### src/design/seen_pkg.sv
// Shared constants of the sensor error and event notifier
package seen_pkg;

  // ************************************************
  // Register bus widths and address map
  // ************************************************
  localparam int ADDR_W = 7;
  localparam int DATA_W = 8;
  localparam int SW_N = 6;
  localparam logic [6:0] ADDR_STATUS = 7'h10;
  localparam logic [6:0] ADDR_X_HI = 7'h11;
  localparam logic [6:0] ADDR_X_LO = 7'h12;
  localparam logic [6:0] ADDR_Y_HI = 7'h13;
  localparam logic [6:0] ADDR_Y_LO = 7'h14;
  localparam logic [6:0] ADDR_Z_HI = 7'h15;
  localparam logic [6:0] ADDR_Z_LO = 7'h16;
  localparam logic [6:0] ADDR_SWITCH = 7'h17;
  localparam logic [6:0] ADDR_READ_LO = 7'h10;
  localparam logic [6:0] ADDR_READ_HI = 7'h1f;
  localparam logic [6:0] ADDR_CTRL = 7'h20;
  localparam logic [6:0] ADDR_SW_EN = 7'h21;
  localparam logic [6:0] ADDR_SET_LO = 7'h20;
  localparam logic [6:0] ADDR_SET_HI = 7'h27;
  localparam logic [6:0] ADDR_IRQ_STS = 7'h30;
  localparam logic [6:0] ADDR_IRQ_CLR = 7'h31;
  localparam logic [6:0] ADDR_IRQ_EN = 7'h32;

  // ************************************************
  // Field positions
  // ************************************************
  localparam int ST_READY = 0;
  localparam int ST_RANGE = 1;
  localparam int ST_CONV = 2;
  localparam int CT_READY_EN = 0;
  localparam int CT_RANGE_EN = 1;
  localparam int CT_CONV_EN = 2;
  localparam int CT_PP_EN = 3;
  localparam int CT_OD_EN = 4;
  localparam int EV_READY = 0;
  localparam int EV_RANGE = 1;
  localparam int EV_CONV = 2;
  localparam int EV_SWITCH = 3;
  localparam int EV_N = 4;

  // ************************************************
  // Reset values and clamp limits in result codes
  // ************************************************
  localparam logic [7:0] CTRL_RST = 8'h00;
  localparam logic [5:0] SW_EN_RST = 6'h00;
  localparam logic [15:0] LIMIT_HIGH_SENS = 16'h7ffc;
  localparam logic [15:0] LIMIT_WIDE = 16'h2bfd;

endpackage : seen_pkg

### src/design/seen_sw_if.sv
// Signals between the notifier core and one switch comparator
`timescale 1ns/1ps
interface seen_sw_if;
  logic signed [15:0] sample;
  logic signed [15:0] bop;
  logic signed [15:0] brp;
  logic prev;
  logic next;
  modport core (output sample, output bop, output brp, output prev, input next);
  modport cmp (input sample, input bop, input brp, input prev, output next);
endinterface : seen_sw_if

### src/design/seen_axis_clamp.sv
// Range limiter for one lateral axis
`timescale 1ns/1ps
module seen_axis_clamp #(
  parameter logic [15:0] LIMIT_HS = seen_pkg::LIMIT_HIGH_SENS,
  parameter logic [15:0] LIMIT_WR = seen_pkg::LIMIT_WIDE
) (
  input wire logic signed [15:0] raw,
  input wire logic wide_range,
  output logic signed [15:0] clamped,
  output logic overflow
);
  logic signed [15:0] limit;

  // Limit follows the range setting; both stay positive codes
  assign limit = wide_range ? $signed(LIMIT_WR) : $signed(LIMIT_HS);

  // Fixed limit value replaces any reading beyond it
  always_comb begin
    overflow = 1'b0;
    clamped = raw;
    if (raw > limit) begin
      overflow = 1'b1;
      clamped = limit;
    end else if (raw < -limit) begin
      overflow = 1'b1;
      clamped = -limit;
    end
  end
endmodule : seen_axis_clamp

### src/design/seen_switch_cmp.sv
// One hysteresis comparator of the programmable switch
`timescale 1ns/1ps
module seen_switch_cmp (
  seen_sw_if.cmp sw
);
  // Disabled when operate is not above release: keep old state
  always_comb begin
    sw.next = sw.prev;
    if (sw.bop > sw.brp) begin
      if (sw.sample > sw.bop) begin
        sw.next = 1'b1;
      end else if (sw.sample < sw.brp) begin
        sw.next = 1'b0;
      end
    end
  end
endmodule : seen_switch_cmp

### src/design/seen_top.sv
// Error flags, switch states and event pins of the magnetic sensor
// How it works
// RQ1 - Overrange X/Y reads out the fixed limit
// RQ2 - Any X/Y overrange sets range overflow flag
// RQ3 - Back in range, results and flag refresh
// RQ4 - Converter overrange sets converter overflow flag
// RQ5 - Converter flag refreshed with every result update
// RQ6 - Separate enables for push-pull and open-drain pins
// RQ7 - Active event: push-pull high, open-drain low
// RQ8 - Four gated sources ORed onto the pins
// RQ9 - Six switch enables, change either way
// RQ10 - No enabled event: pins stay inactive
// RQ11 - Read 10h-1Fh or write 20h-27h releases pins
// RQ12 - Pins assert at end of measurement
// RQ13 - Ready set on store, cleared by reads
// RQ14 - Switch bit follows operate/release thresholds
// RQ15 - Host reads status and results to service
`timescale 1ns/1ps
module seen_top #(
  parameter logic [15:0] LIMIT_HS = seen_pkg::LIMIT_HIGH_SENS,
  parameter logic [15:0] LIMIT_WR = seen_pkg::LIMIT_WIDE
) (
  input wire logic clk_sys,
  input wire logic rst_n,
  input wire logic ce,
  input wire logic meas_done,
  input wire logic signed [15:0] raw_x,
  input wire logic signed [15:0] raw_y,
  input wire logic signed [15:0] raw_z,
  input wire logic adc_overflow,
  input wire logic wide_range,
  input wire logic [seen_pkg::SW_N-1:0][15:0] bop_thr,
  input wire logic [seen_pkg::SW_N-1:0][15:0] brp_thr,
  input wire logic [seen_pkg::ADDR_W-1:0] addr,
  input wire logic [seen_pkg::DATA_W-1:0] wdata,
  input wire logic wr,
  input wire logic rd,
  output logic [seen_pkg::DATA_W-1:0] rdata,
  output logic push_pull_event_pin,
  output logic open_drain_event_pin_out,
  output logic open_drain_event_pin_oe,
  output logic irq
);

  // ************************************************
  // Declarations
  // ************************************************
  logic signed [15:0] x_field_result, y_field_result, z_field_result;
  logic signed [15:0] x_clamped, y_clamped;
  logic x_ovf, y_ovf;
  logic data_ready_flag;
  logic xy_range_overflow_flag;
  logic converter_overflow_flag;
  logic [seen_pkg::SW_N-1:0] switch_state_bits;
  logic [seen_pkg::SW_N-1:0] sw_next;
  logic [7:0] ctrl_reg;
  logic [seen_pkg::SW_N-1:0] sw_en_reg;
  logic pending_reg;
  logic pending_next;
  logic [seen_pkg::EV_N-1:0] irq_sts_reg;
  logic [seen_pkg::EV_N-1:0] irq_en_reg;
  logic [seen_pkg::EV_N-1:0] irq_set;
  logic [7:0] rdata_next;
  logic rd_result, wr_setting, set_access, read_done, release_pins;
  logic sw_change, event_cond;
  logic push_pull_event_enable, open_drain_event_enable;
  logic ready_event_enable, range_overflow_event_enable, converter_overflow_event_enable;

  // ************************************************
  // Range limiting and switch comparators
  // ************************************************
  // RQ1 clamp X axis
  seen_axis_clamp #(.LIMIT_HS(LIMIT_HS), .LIMIT_WR(LIMIT_WR)) u_clamp_x (
    .raw(raw_x),
    .wide_range(wide_range),
    .clamped(x_clamped),
    .overflow(x_ovf)
  );

  // RQ1 clamp Y axis
  seen_axis_clamp #(.LIMIT_HS(LIMIT_HS), .LIMIT_WR(LIMIT_WR)) u_clamp_y (
    .raw(raw_y),
    .wide_range(wide_range),
    .clamped(y_clamped),
    .overflow(y_ovf)
  );

  seen_sw_if sw_if[seen_pkg::SW_N] ();

  // Comparators in order x1, x2, y1, y2, z1, z2
  for (genvar i = 0; i < seen_pkg::SW_N; i++) begin : g_sw
    assign sw_if[i].sample = (i < 2) ? x_clamped : (i < 4) ? y_clamped : raw_z;
    assign sw_if[i].bop = $signed(bop_thr[i]);
    assign sw_if[i].brp = $signed(brp_thr[i]);
    assign sw_if[i].prev = switch_state_bits[i];
    assign sw_next[i] = sw_if[i].next;
    // RQ14 hysteresis compare
    seen_switch_cmp u_cmp (
      .sw(sw_if[i])
    );
  end

  // ************************************************
  // Access decode
  // ************************************************
  // Reads of the result window and writes of the setting window
  assign rd_result = rd && (addr >= seen_pkg::ADDR_READ_LO) && (addr <= seen_pkg::ADDR_READ_HI);
  assign wr_setting = wr && (addr >= seen_pkg::ADDR_SET_LO) && (addr <= seen_pkg::ADDR_SET_HI);
  assign set_access = (rd || wr) && (addr >= seen_pkg::ADDR_SET_LO)
    && (addr <= seen_pkg::ADDR_SET_HI);
  // Last byte of any axis ends a read-through
  assign read_done = rd && ((addr == seen_pkg::ADDR_X_LO) || (addr == seen_pkg::ADDR_Y_LO)
    || (addr == seen_pkg::ADDR_Z_LO));
  assign release_pins = rd_result || wr_setting;

  assign push_pull_event_enable = ctrl_reg[seen_pkg::CT_PP_EN];
  assign open_drain_event_enable = ctrl_reg[seen_pkg::CT_OD_EN];
  assign ready_event_enable = ctrl_reg[seen_pkg::CT_READY_EN];
  assign range_overflow_event_enable = ctrl_reg[seen_pkg::CT_RANGE_EN];
  assign converter_overflow_event_enable = ctrl_reg[seen_pkg::CT_CONV_EN];

  // ************************************************
  // Measurement results and error flags
  // ************************************************
  // RQ3 results refresh every measurement
  always_ff @(posedge clk_sys) begin
    if (!rst_n) begin
      x_field_result <= 16'sh0000;
      y_field_result <= 16'sh0000;
      z_field_result <= 16'sh0000;
    end else if (ce && meas_done) begin
      x_field_result <= x_clamped;
      y_field_result <= y_clamped;
      z_field_result <= raw_z;
    end
  end

  // RQ2 range flag from this measurement
  always_ff @(posedge clk_sys) begin
    if (!rst_n) begin
      xy_range_overflow_flag <= 1'b0;
    end else if (ce && meas_done) begin
      xy_range_overflow_flag <= x_ovf || y_ovf;
    end
  end

  // RQ4 RQ5 converter flag with results
  always_ff @(posedge clk_sys) begin
    if (!rst_n) begin
      converter_overflow_flag <= 1'b0;
    end else if (ce && meas_done) begin
      converter_overflow_flag <= adc_overflow;
    end
  end

  // RQ14 switch states stored on update
  always_ff @(posedge clk_sys) begin
    if (!rst_n) begin
      switch_state_bits <= '0;
    end else if (ce && meas_done) begin
      switch_state_bits <= sw_next;
    end
  end

  // RQ13 ready set wins over a read clear
  always_ff @(posedge clk_sys) begin
    if (!rst_n) begin
      data_ready_flag <= 1'b0;
    end else if (ce) begin
      if (meas_done) begin
        data_ready_flag <= 1'b1;
      end else if (read_done || set_access) begin
        data_ready_flag <= 1'b0;
      end
    end
  end

  // ************************************************
  // Event pins
  // ************************************************
  // RQ9 any enabled comparator flipping either way
  assign sw_change = |((sw_next ^ switch_state_bits) & sw_en_reg);

  // RQ8 OR of gated sources for this measurement
  always_comb begin
    event_cond = ready_event_enable
      || (range_overflow_event_enable && (x_ovf || y_ovf))
      || (converter_overflow_event_enable && adc_overflow)
      || sw_change;
  end

  // RQ12 RQ11 set at measurement end, released by access
  always_comb begin
    pending_next = pending_reg;
    if (meas_done && event_cond) begin
      pending_next = 1'b1;
    end else if (release_pins) begin
      pending_next = 1'b0;
    end
  end

  always_ff @(posedge clk_sys) begin
    if (!rst_n) begin
      pending_reg <= 1'b0;
    end else if (ce) begin
      pending_reg <= pending_next;
    end
  end

  // RQ6 RQ7 RQ10 each pin gated by its own enable
  always_ff @(posedge clk_sys) begin
    if (!rst_n) begin
      push_pull_event_pin <= 1'b0;
      open_drain_event_pin_oe <= 1'b0;
      open_drain_event_pin_out <= 1'b0;
    end else if (ce) begin
      push_pull_event_pin <= pending_next && push_pull_event_enable;
      open_drain_event_pin_oe <= pending_next && open_drain_event_enable;
      open_drain_event_pin_out <= 1'b0;
    end
  end

  // ************************************************
  // Setting registers
  // ************************************************
  // Control and switch enables; writes elsewhere are dropped
  always_ff @(posedge clk_sys) begin
    if (!rst_n) begin
      ctrl_reg <= seen_pkg::CTRL_RST;
      sw_en_reg <= seen_pkg::SW_EN_RST;
    end else if (ce && wr) begin
      if (addr == seen_pkg::ADDR_CTRL) begin
        ctrl_reg <= wdata;
      end
      if (addr == seen_pkg::ADDR_SW_EN) begin
        sw_en_reg <= wdata[seen_pkg::SW_N-1:0];
      end
    end
  end

  // ************************************************
  // Interrupt status, enable and clear
  // ************************************************
  // Events of this measurement, before the interrupt enables; switch changes already masked by sw_en_reg
  always_comb begin
    irq_set = '0;
    irq_set[seen_pkg::EV_READY] = meas_done;
    irq_set[seen_pkg::EV_RANGE] = meas_done && (x_ovf || y_ovf);
    irq_set[seen_pkg::EV_CONV] = meas_done && adc_overflow;
    irq_set[seen_pkg::EV_SWITCH] = meas_done && sw_change;
  end

  // Sticky bits; a new event beats a same-cycle clear
  always_ff @(posedge clk_sys) begin
    if (!rst_n) begin
      irq_sts_reg <= '0;
    end else if (ce) begin
      if (wr && (addr == seen_pkg::ADDR_IRQ_CLR)) begin
        irq_sts_reg <= (irq_sts_reg & ~wdata[seen_pkg::EV_N-1:0]) | irq_set;
      end else begin
        irq_sts_reg <= irq_sts_reg | irq_set;
      end
    end
  end

  always_ff @(posedge clk_sys) begin
    if (!rst_n) begin
      irq_en_reg <= '0;
    end else if (ce && wr && (addr == seen_pkg::ADDR_IRQ_EN)) begin
      irq_en_reg <= wdata[seen_pkg::EV_N-1:0];
    end
  end

  // Level output from the registered status
  always_ff @(posedge clk_sys) begin
    if (!rst_n) begin
      irq <= 1'b0;
    end else if (ce) begin
      irq <= |(irq_sts_reg & irq_en_reg);
    end
  end

  // ************************************************
  // Read data
  // ************************************************
  // Unmapped and write-only addresses read zero
  always_comb begin
    rdata_next = 8'h00;
    unique case (addr)
      seen_pkg::ADDR_STATUS: begin
        rdata_next[seen_pkg::ST_READY] = data_ready_flag;
        rdata_next[seen_pkg::ST_RANGE] = xy_range_overflow_flag;
        rdata_next[seen_pkg::ST_CONV] = converter_overflow_flag;
      end
      seen_pkg::ADDR_X_HI: rdata_next = x_field_result[15:8];
      seen_pkg::ADDR_X_LO: rdata_next = x_field_result[7:0];
      seen_pkg::ADDR_Y_HI: rdata_next = y_field_result[15:8];
      seen_pkg::ADDR_Y_LO: rdata_next = y_field_result[7:0];
      seen_pkg::ADDR_Z_HI: rdata_next = z_field_result[15:8];
      seen_pkg::ADDR_Z_LO: rdata_next = z_field_result[7:0];
      seen_pkg::ADDR_SWITCH: rdata_next = {2'b00, switch_state_bits};
      seen_pkg::ADDR_CTRL: rdata_next = ctrl_reg;
      seen_pkg::ADDR_SW_EN: rdata_next = {2'b00, sw_en_reg};
      seen_pkg::ADDR_IRQ_STS: rdata_next = {4'h0, irq_sts_reg};
      seen_pkg::ADDR_IRQ_EN: rdata_next = {4'h0, irq_en_reg};
      default: rdata_next = 8'h00;
    endcase
  end

  // Data stand for one cycle after the strobe only
  always_ff @(posedge clk_sys) begin
    if (!rst_n) begin
      rdata <= 8'h00;
    end else if (ce) begin
      rdata <= rd ? rdata_next : 8'h00;
    end
  end
endmodule : seen_top

### config.mk
export PLATFORM = sky130hd
export DESIGN_NAME = seen_top
export DESIGN_NICKNAME = d
export VERILOG_FILES = /design/src/design/seen_pkg.sv /design/src/design/seen_sw_if.sv /design/src/design/seen_axis_clamp.sv /design/src/design/seen_switch_cmp.sv /design/src/design/seen_top.sv
export SDC_FILE = /design/constraint.sdc
export NUM_CORES = 1
export LEC_CHECK = 0
export ABC_AREA = 1
export BUFFER_PORTS_ARGS = -buffer_cell sky130_fd_sc_hd__clkbuf_2
export CORE_MARGIN = 3
export CORE_UTILIZATION = 40
export DETAILED_ROUTE_END_ITERATION = 12
export PLACE_DENSITY = 0.71
export SYNTH_ARGS = -nofsm -noshare
export SYNTH_HDL_FRONTEND = slang
export SYNTH_SLANG_ARGS = --single-unit
### constraint.sdc
create_clock -name clk_sys -period 6 [get_ports clk_sys]
set_clock_uncertainty 0.05 [all_clocks]
set_input_delay 1.2 -clock clk_sys [delete_from_list [all_inputs] [get_ports clk_sys]]
set_output_delay 1.2 -clock clk_sys [all_outputs]
set_load 0.02 [all_outputs]
==> results.sh, run 1 <==
export IMPL_hp_class="register to register"
export IMPL_nFillCells=3146
export IMPL_worstSetupPathType="input port to register"
export IMPL_maxCapViolations=0
export IMPL_syn_nets=2411
export IMPL_status="complete, no violations"
export IMPL_min_period_ps=5570
export IMPL_yosys_warnings=0
export IMPL_synthDistinctLibCells=50
export IMPL_cts_setup_buffers=0
export IMPL_synth_edf_count=0
export IMPL_grt_pass1_vias=12786
export IMPL_synthToLayoutAreaGrowth_pct=18.0
export IMPL_layout_common_cells="inv_1, ha_1, nand2_1"
export IMPL_power_density_nw_per_um2=153
export IMPL_worstSetupStartpointType="input port"
export IMPL_dp_cells=2502
export IMPL_synth_fa_ha_area_share_pct=30.8
export IMPL_final_cells=2518
export IMPL_nets=2688
export IMPL_critPathCaptureType="register"
export IMPL_worstMarginPinSlew_ps=1040
export IMPL_arrival_ps=5720
export IMPL_firstDrtPassIters=6
export IMPL_die_w_um=181
export IMPL_ant_nets=0
export IMPL_required_ps=6150
export IMPL_core_area_um2=30000
export IMPL_cts_tree="built"
export IMPL_vias=13168
export IMPL_synth_compound_area_share_pct=20.2
export IMPL_cts_root_buf="clkbuf_16"
export IMPL_synth_main_ff_cell="dfxtp_1"
export IMPL_cp_top_family="simple AND/OR/NAND/NOR gates"
export IMPL_syn_mean_instance_area_um2=6.65
export IMPL_relSlewSlack_pct=29.7
export IMPL_ctsHoldBuffers=0
export IMPL_synth_simple_gate_area_share_pct=20.8
export IMPL_async_flop_share_pct=0
export IMPL_initial_utilization_pct=41.0
export IMPL_antenna_found_initial=0
export IMPL_muxShareOfSynthArea_pct=0
export IMPL_synth_xor_area_share_pct=0.0714
export IMPL_cp_slowest_cell="ha_1"
export IMPL_synth_area_um2=12300
export IMPL_gp_congestion=0.910
export IMPL_wl_per_cell_um=15.6
export IMPL_top_regs="x_field_result: 16 flops, y_field_result: 16 flops, z_field_result: 16 flops"
export IMPL_diodes=0
export IMPL_tns_ps=0
export IMPL_synth_cells=1846
export IMPL_drt_iter0_drc=918
export IMPL_cpMostUsedCell="nand2_1"
export IMPL_grt_overflow_total=0
export IMPL_htree_num_levels=3
export IMPL_r2r_slack_ps=4020
export IMPL_ir_worst_vdd_mv=0.136
export IMPL_rsz0062_at_grt="false"
export IMPL_rows=63
export IMPL_final_common_cell="inv_1"
export IMPL_cts_buffers=9
export IMPL_setup_viol_count_final=0
export IMPL_cp_num_buf_inv=4
export IMPL_die_area_um2=32800
export IMPL_grt_max_degree=52
export IMPL_final_period_utilization_pct=92.8
export IMPL_cp_max_fo=8
export IMPL_ys_seq_elements=91
export IMPL_drc_errors=0
export IMPL_clk_pin_slew_ps=70
export IMPL_clock_latency_ps=350
export IMPL_p_leak_uw=0.00826
export IMPL_dpl_hpwl_um=33400
export IMPL_synth_top_family_by_area="adder cells"
export IMPL_io_buffer_count=273
export IMPL_grt_pass1_wl_um=62700
export IMPL_synth_yosys_seq_area_share_pct=14.8
export IMPL_via_per_inst=5.23
export IMPL_cts_sink_count=91
export IMPL_slowest_delay_ps=340
export IMPL_max_freq_mhz=180
export IMPL_drive_above_1_share_pct=16.3
export IMPL_layout_setup_ws_ps=430
export IMPL_io_pins=275
export IMPL_cts_resized=0
export IMPL_hold_viol_final=0
export IMPL_grt_util_all_layers_pct=22.9
export IMPL_place_ws_ps=165
export IMPL_die_h_um=181
export IMPL_drv_slew=0
export IMPL_clk_path_buf_depth=2
export IMPL_routed_wl_um=39200
-- worst register-to-register path, cell delays in order (launching register included) --
cell and delay (ps):
dfxtp_1 330, inv_1 130, o21ai_0 110, a221oi_1 310, nand2_1 80, o311ai_0 680
a21oi_1 140
-- per-layer routing --
metal  global-route usage, %  up-vias  share of wire [%]
li1                        -     6750                  -
met1                    31.0     5976                 46
met2                    38.7      382                 46
met3                    3.28       60                5.7
met4                    4.66        0                2.0
met5                       0        -                  0
-- cells in the mapped netlist, drive strengths merged, types with 21 or more instances --
cell,n,area (um^2)
clkbuf,26,97.6
inv,399,1500
nand3,64,353
nand2,293,1120
dfxtp,91,1820
o21ai,138,694
nand4,31,194
a21oi,184,928
nor2,152,593
ha,302,3780
nor3,25,125
o211ai,21,158
-- where the power goes --
group | switching [uW] | internal, uW
combinational | 597 | 396
sequential | 17.3 | 633
clock | 246 | 326
total | 861 | 1360
-- logic make-up after synthesis --
kind of cell | after synthesis
fa+ha+maj | 302
compound gates | 431
other cells | 1
buf+inv | 431
flops | 91
simple gates | 589
xor+xnor | 1
-- cell type report --
type,instances,area [um^2],share of cell area (%)
inverters,403,1510,10.4
repair buffers,294,1520,10.5
clock inverters,7,77.6,0.536
well taps,390,488,3.37
multi-input cells,1324,8830,61.0
flip-flops and latches,91,1820,12.6
clock buffers,9,225,1.56
-- path summary, 6_finish.rpt --
check                                    start                               end  cells after the start
min            z_field_result[14]$_SDFFE_PN0P_   z_field_result[14]$_SDFFE_PN0P_                      2
min reg2reg    z_field_result[14]$_SDFFE_PN0P_   z_field_result[14]$_SDFFE_PN0P_                      2
max reg2reg  switch_state_bits[1]$_SDFFE_PN0P_             rdata[1]$_SDFFE_PN0P_                      6
max                                 wide_range  push_pull_event_pin$_SDFFE_PN0P_                     30
-- stage by stage --
step                      util, %  total power (uW)  instance area (um^2)  hold WS, ps
after detailed placement     47.3              1650                 14200          399
after floorplan                 -              1300                 12300          380
after global routing         48.3              2400                 14500          438
after CTS                    48.3              2220                 14500          409
after global placement       47.3              1610                 14200          395
final                        48.3              2220                 14500          404
(Power assumes the default switching activity.)
==> inputs of run 2 (changes only) <==
--- a/config.mk
+++ b/config.mk
@@ -7,10 +7,12 @@
 export LEC_CHECK = 0
 export ABC_AREA = 1
 export BUFFER_PORTS_ARGS = -buffer_cell sky130_fd_sc_hd__clkbuf_2
+export CELL_PAD_IN_SITES_DETAIL_PLACEMENT = 2
+export CELL_PAD_IN_SITES_GLOBAL_PLACEMENT = 2
 export CORE_MARGIN = 3
-export CORE_UTILIZATION = 40
+export CORE_UTILIZATION = 30
 export DETAILED_ROUTE_END_ITERATION = 12
-export PLACE_DENSITY = 0.71
+export PLACE_DENSITY = 0.91
 export SYNTH_ARGS = -nofsm -noshare
 export SYNTH_HDL_FRONTEND = slang
 export SYNTH_SLANG_ARGS = --single-unit
==> results.sh, run 2 (synthesized netlist as in run 1, its figures left out) <==
export IMPL_min_to="rdata[3]$_SDFFE_PN0P_"
export IMPL_wl_per_cell_um=21.2
export IMPL_final_period_utilization_pct=93.6
export IMPL_worstSetupStartpointType="input port"
export IMPL_grt_overflow_total=0
export IMPL_nets=2694
export IMPL_tns_ps=0
export IMPL_worstSetupPathType="input port to register"
export IMPL_die_h_um=208
export IMPL_drc_errors=0
export IMPL_cp_slowest_cell="ha_1"
export IMPL_reg2reg_depth=6
export IMPL_r2r_end="rdata[1]$_SDFFE_PN0P_"
export IMPL_ctsHoldBuffers=0
export IMPL_layout_setup_ws_ps=385
export IMPL_clock_latency_ps=360
export IMPL_htree_num_levels=3
export IMPL_clk_path_buf_depth=2
export IMPL_final_common_cell="inv_1"
export IMPL_routed_wl_um=56400
export IMPL_place_ws_ps=-164
export IMPL_gp_congestion=0.893
export IMPL_vias=14167
export IMPL_maxCapViolations=0
export IMPL_cts_tree="built"
export IMPL_final_cells=2662
export IMPL_core_area_um2=40100
export IMPL_synthToLayoutAreaGrowth_pct=20.4
export IMPL_hold_start="rdata[3]$_SDFFE_PN0P_"
export IMPL_top_regs="x_field_result: 16 flops, y_field_result: 16 flops, z_field_result: 16 flops"
export IMPL_cts_buffers=9
export IMPL_finalHoldWorstSlack_ps=424
export IMPL_firstDrtPassIters=4
export IMPL_antenna_found_initial=3
export IMPL_p_leak_uw=0.00829
export IMPL_io_buffer_count=273
export IMPL_hold_depth=2
export IMPL_critPathCaptureType="register"
export IMPL_drt_iter0_drc=621
export IMPL_die_area_um2=43400
export IMPL_ir_worst_vdd_mv=0.134
export IMPL_io_pins=275
export IMPL_setup_viol_count_final=0
export IMPL_ant_nets=0
export IMPL_required_ps=6230
export IMPL_hp_class="register to register"
export IMPL_grt_pass1_wl_um=87700
export IMPL_min_period_ps=5610
export IMPL_cts_sink_count=91
export IMPL_crit_path_start="wide_range"
export IMPL_cts_root_buf="clkbuf_16"
export IMPL_die_w_um=208
export IMPL_drv_slew=0
export IMPL_slowest_delay_ps=340
export IMPL_via_per_inst=5.32
export IMPL_grt_pass1_vias=16134
export IMPL_grt_util_all_layers_pct=25.2
export IMPL_status="complete, no violations"
export IMPL_relSlewSlack_pct=48.4
export IMPL_r2r_slack_ps=4040
export IMPL_power_density_nw_per_um2=160
export IMPL_cpMostUsedCell="nand2_1"
export IMPL_hold_viol_final=0
export IMPL_max_freq_mhz=178
export IMPL_drive_above_1_share_pct=17.2
export IMPL_rr_startpoint="switch_state_bits[1]$_SDFFE_PN0P_"
export IMPL_grt_max_degree=65
export IMPL_cp_max_fo=8
export IMPL_dpl_hpwl_um=49200
export IMPL_arrival_ps=5850
export IMPL_layout_common_cells="inv_1, ha_1, nand2_1"
export IMPL_clk_pin_slew_ps=70
export IMPL_worstMarginPinSlew_ps=771
export IMPL_dp_cells=2642
export IMPL_rows=73
export IMPL_initial_utilization_pct=30.6
run 2: changes by cell type in the layout (fill, tap and decap cells not counted), sizes merged:
cell | previous run | this run
buf | 21 | 28
bufinv | 1 | 0
clkbuf | 282 | 281
clkinv | 8 | 6
diode | 0 | 3
inv | 400 | 403
run 2: stage by stage:
step / util, % / cell area, um^2 / total power (uW)
floorplan: - / 12300 / 1300
global placement: 35.9 / 14400 / 1660
detailed placement: 35.9 / 14400 / 1770
CTS: 36.6 / 14700 / 2350
global route: 36.8 / 14800 / 2540
finish: 36.8 / 14800 / 2360
run 2: worst max-delay path: cells and delay by family:
kind	cells	cell delay [ps]
AOI/OAI and AO/OA	8	970
adders and majority gates	3	910
and+or+nand+nor	18	2010
buffers and inverters	6	750
run 2: what timing repair did:
action | in CTS | in global routing
setup endpoints to repair | 0 | 4
gates resized for setup | 0 | 21
setup buffers | 0 | 1
run 2: routing by layer:
metal | part of all wire, % | wire length (um) | global-route usage [%]
met5 | 0 | 0 | 0
met1 | 42 | 23600 | 29.9
met4 | 3.6 | 2050 | 8.65
met3 | 4.1 | 2300 | 3.50
met2 | 50 | 28400 | 46.2
run 2: power by group:
part           total (uW)  leakage, uW  internal, uW  switching, uW
sequential            652     0.000745           633           19.5
clock                 579     0.000142           293            286
combinational        1130      0.00741           422            706
run 2: worst max-delay path by stage:
| stage | to | depth (start not counted) |
|---|---|---|
| global placement | pending_reg$_SDFFE_PN0P_ | 31 |
| finish | open_drain_event_pin_oe$_SDFFE_PN0P_ | 35 |
| global route | open_drain_event_pin_oe$_SDFFE_PN0P_ | 37 |
| detailed placement | open_drain_event_pin_oe$_SDFFE_PN0P_ | 35 |
| floorplan | pending_reg$_SDFFE_PN0P_ | 34 |
| CTS | open_drain_event_pin_oe$_SDFFE_PN0P_ | 35 |
run 2: final cells by class:
class / count / area (um^2)
fill: 4972 / 25300
tap: 525 / 657
sequential: 91 / 1820
clock buffer: 9 / 225
antenna: 3 / 7.51
clock inverter: 7 / 70.1
multi-input combinational: 1324 / 8910
inverter: 403 / 1520
timing repair buffer: 300 / 1570
==> inputs of run 3 (changes only) <==
--- a/config.mk
+++ b/config.mk
@@ -10,9 +10,10 @@
 export CELL_PAD_IN_SITES_DETAIL_PLACEMENT = 2
 export CELL_PAD_IN_SITES_GLOBAL_PLACEMENT = 2
 export CORE_MARGIN = 3
-export CORE_UTILIZATION = 30
+export CORE_UTILIZATION = 31
+export CTS_BUF_LIST = sky130_fd_sc_hd__clkbuf_2 sky130_fd_sc_hd__clkbuf_4 sky130_fd_sc_hd__clkbuf_8
 export DETAILED_ROUTE_END_ITERATION = 12
-export PLACE_DENSITY = 0.91
+export PLACE_DENSITY = 0.93
 export SYNTH_ARGS = -nofsm -noshare
 export SYNTH_HDL_FRONTEND = slang
 export SYNTH_SLANG_ARGS = --single-unit
==> results.sh, run 3 (synthesized netlist as in run 1, its figures left out) <==
export IMPL_clk_pin_slew_ps=100
export IMPL_maxCapViolations=0
export IMPL_dp_cells=2634
export IMPL_die_area_um2=42000
export IMPL_initial_utilization_pct=31.5
export IMPL_firstDrtPassIters=5
export IMPL_fin_area_um2=14600
export IMPL_final_cells=2655
export IMPL_place_ws_ps=-242
export IMPL_relSlewSlack_pct=39.8
export IMPL_io_pins=275
export IMPL_worstSetupPathType="input port to register"
export IMPL_dpl_cell_area_um2=14400
export IMPL_synthToLayoutAreaGrowth_pct=19.3
export IMPL_drive_above_1_share_pct=17.3
export IMPL_core_area_um2=38900
export IMPL_final_common_cell="inv_1"
export IMPL_top_regs="x_field_result: 16 flops, y_field_result: 16 flops, z_field_result: 16 flops"
export IMPL_slowest_delay_ps=310
export IMPL_die_h_um=205
export IMPL_finalHoldWorstSlack_ps=435
export IMPL_cpMostUsedCell="nand2_1"
export IMPL_worstSetupStartpointType="input port"
export IMPL_grt_pass1_wl_um=89600
export IMPL_cts_root_buf="clkbuf_8"
export IMPL_final_period_utilization_pct=93.9
export IMPL_hp_class="register to register"
export IMPL_drt_iter0_drc=695
export IMPL_dpl_hpwl_um=49000
export IMPL_worstMarginPinSlew_ps=897
export IMPL_gp_congestion=0.916
export IMPL_grt_util_all_layers_pct=27.2
export IMPL_cp_max_fo=8
export IMPL_cts_tree="built"
export IMPL_clock_latency_ps=390
export IMPL_io_buffer_count=273
export IMPL_max_freq_mhz=178
export IMPL_cp_slowest_cell="ha_1"
export IMPL_vias=14323
export IMPL_grt_max_degree=53
export IMPL_p_leak_uw=0.00824
export IMPL_die_w_um=205
export IMPL_setup_viol_count_final=0
export IMPL_ir_worst_vdd_mv=0.118
export IMPL_layout_setup_ws_ps=369
export IMPL_drv_slew=0
export IMPL_cts_buffers=9
export IMPL_status="complete, no violations"
export IMPL_fin_util_pct=37.6
export IMPL_htree_num_levels=3
export IMPL_clk_path_buf_depth=2
export IMPL_min_period_ps=5630
export IMPL_nets=2694
export IMPL_critPathCaptureType="register"
export IMPL_grt_pass1_vias=16202
export IMPL_required_ps=6270
export IMPL_power_density_nw_per_um2=152
export IMPL_ctsHoldBuffers=0
export IMPL_ant_nets=0
export IMPL_hold_viol_final=0
export IMPL_cts_sink_count=91
export IMPL_antenna_found_initial=3
export IMPL_routed_wl_um=59000
export IMPL_via_per_inst=5.39
export IMPL_arrival_ps=5900
export IMPL_layout_common_cells="inv_1, ha_1, nand2_1"
export IMPL_drc_errors=0
export IMPL_grt_overflow_total=0
export IMPL_rows=72
export IMPL_wl_per_cell_um=22.2
==> run 3: layout make-up <==
type,count,area (um^2)
Tap cell,518,648
Sequential cell,91,1820
Multi-Input combinational cell,1324,8910
Clock inverter,7,58.8
Timing Repair Buffer,300,1570
Inverter,403,1510
Fill cell,4813,24300
Antenna cell,3,7.51
Clock buffer,9,124
==> run 3: path summary, 6_finish.rpt <==
kind,end,from,slack (ps),depth (start not counted)
worst max register to register,rdata[1]$_SDFFE_PN0P_,switch_state_bits[1]$_SDFFE_PN0P_,4070,6
worst min register to register,rdata[7]$_SDFFE_PN0P_,rdata[7]$_SDFFE_PN0P_,440,2
worst min-delay path,rdata[7]$_SDFFE_PN0P_,rdata[7]$_SDFFE_PN0P_,440,2
worst max-delay path,open_drain_event_pin_oe$_SDFFE_PN0P_,wide_range,370,34
==> run 3: through the flow <==
step | power, uW | TNS, ps
finish | 2230 | 0
global route | 2400 | -88.2
CTS | 2210 | 0
detailed placement | 1780 | -750
global placement | 1650 | 0
floorplan | 1300 | 0
==> run 3: critical path, delay by kind of cell <==
| kind | cells | cell delay (ps) |
|---|---|---|
| compound gates | 11 | 1520 |
| fa+ha+maj | 3 | 880 |
| simple gates | 15 | 1560 |
| buf+inv | 5 | 730 |
==> run 3: per-layer routing <==
layer  track usage (%)  share of wire [%]  vias to the layer above
li1                  -                  -                     6745
met1              31.9                 42                     7031
met2              49.9                 50                      409
met3              4.18                4.5                      136
met4              9.89                3.4                        2
met5                 0              0.032                        -
==> run 3: timing repair <==
item | in CTS | in global routing
endpoints found under the setup margin | 0 | 4
endpoints found under the hold margin | 0 | 0
setup buffers | 0 | 2
gates resized for setup | 0 | 21
==> run 3: power by group <==
group / switching (uW) / total [uW] / internal (uW)
registers: 22.6 / 656 / 633
logic: 726 / 1150 / 426
clock network: 262 / 420 / 157
total: 1010 / 2230 / 1220
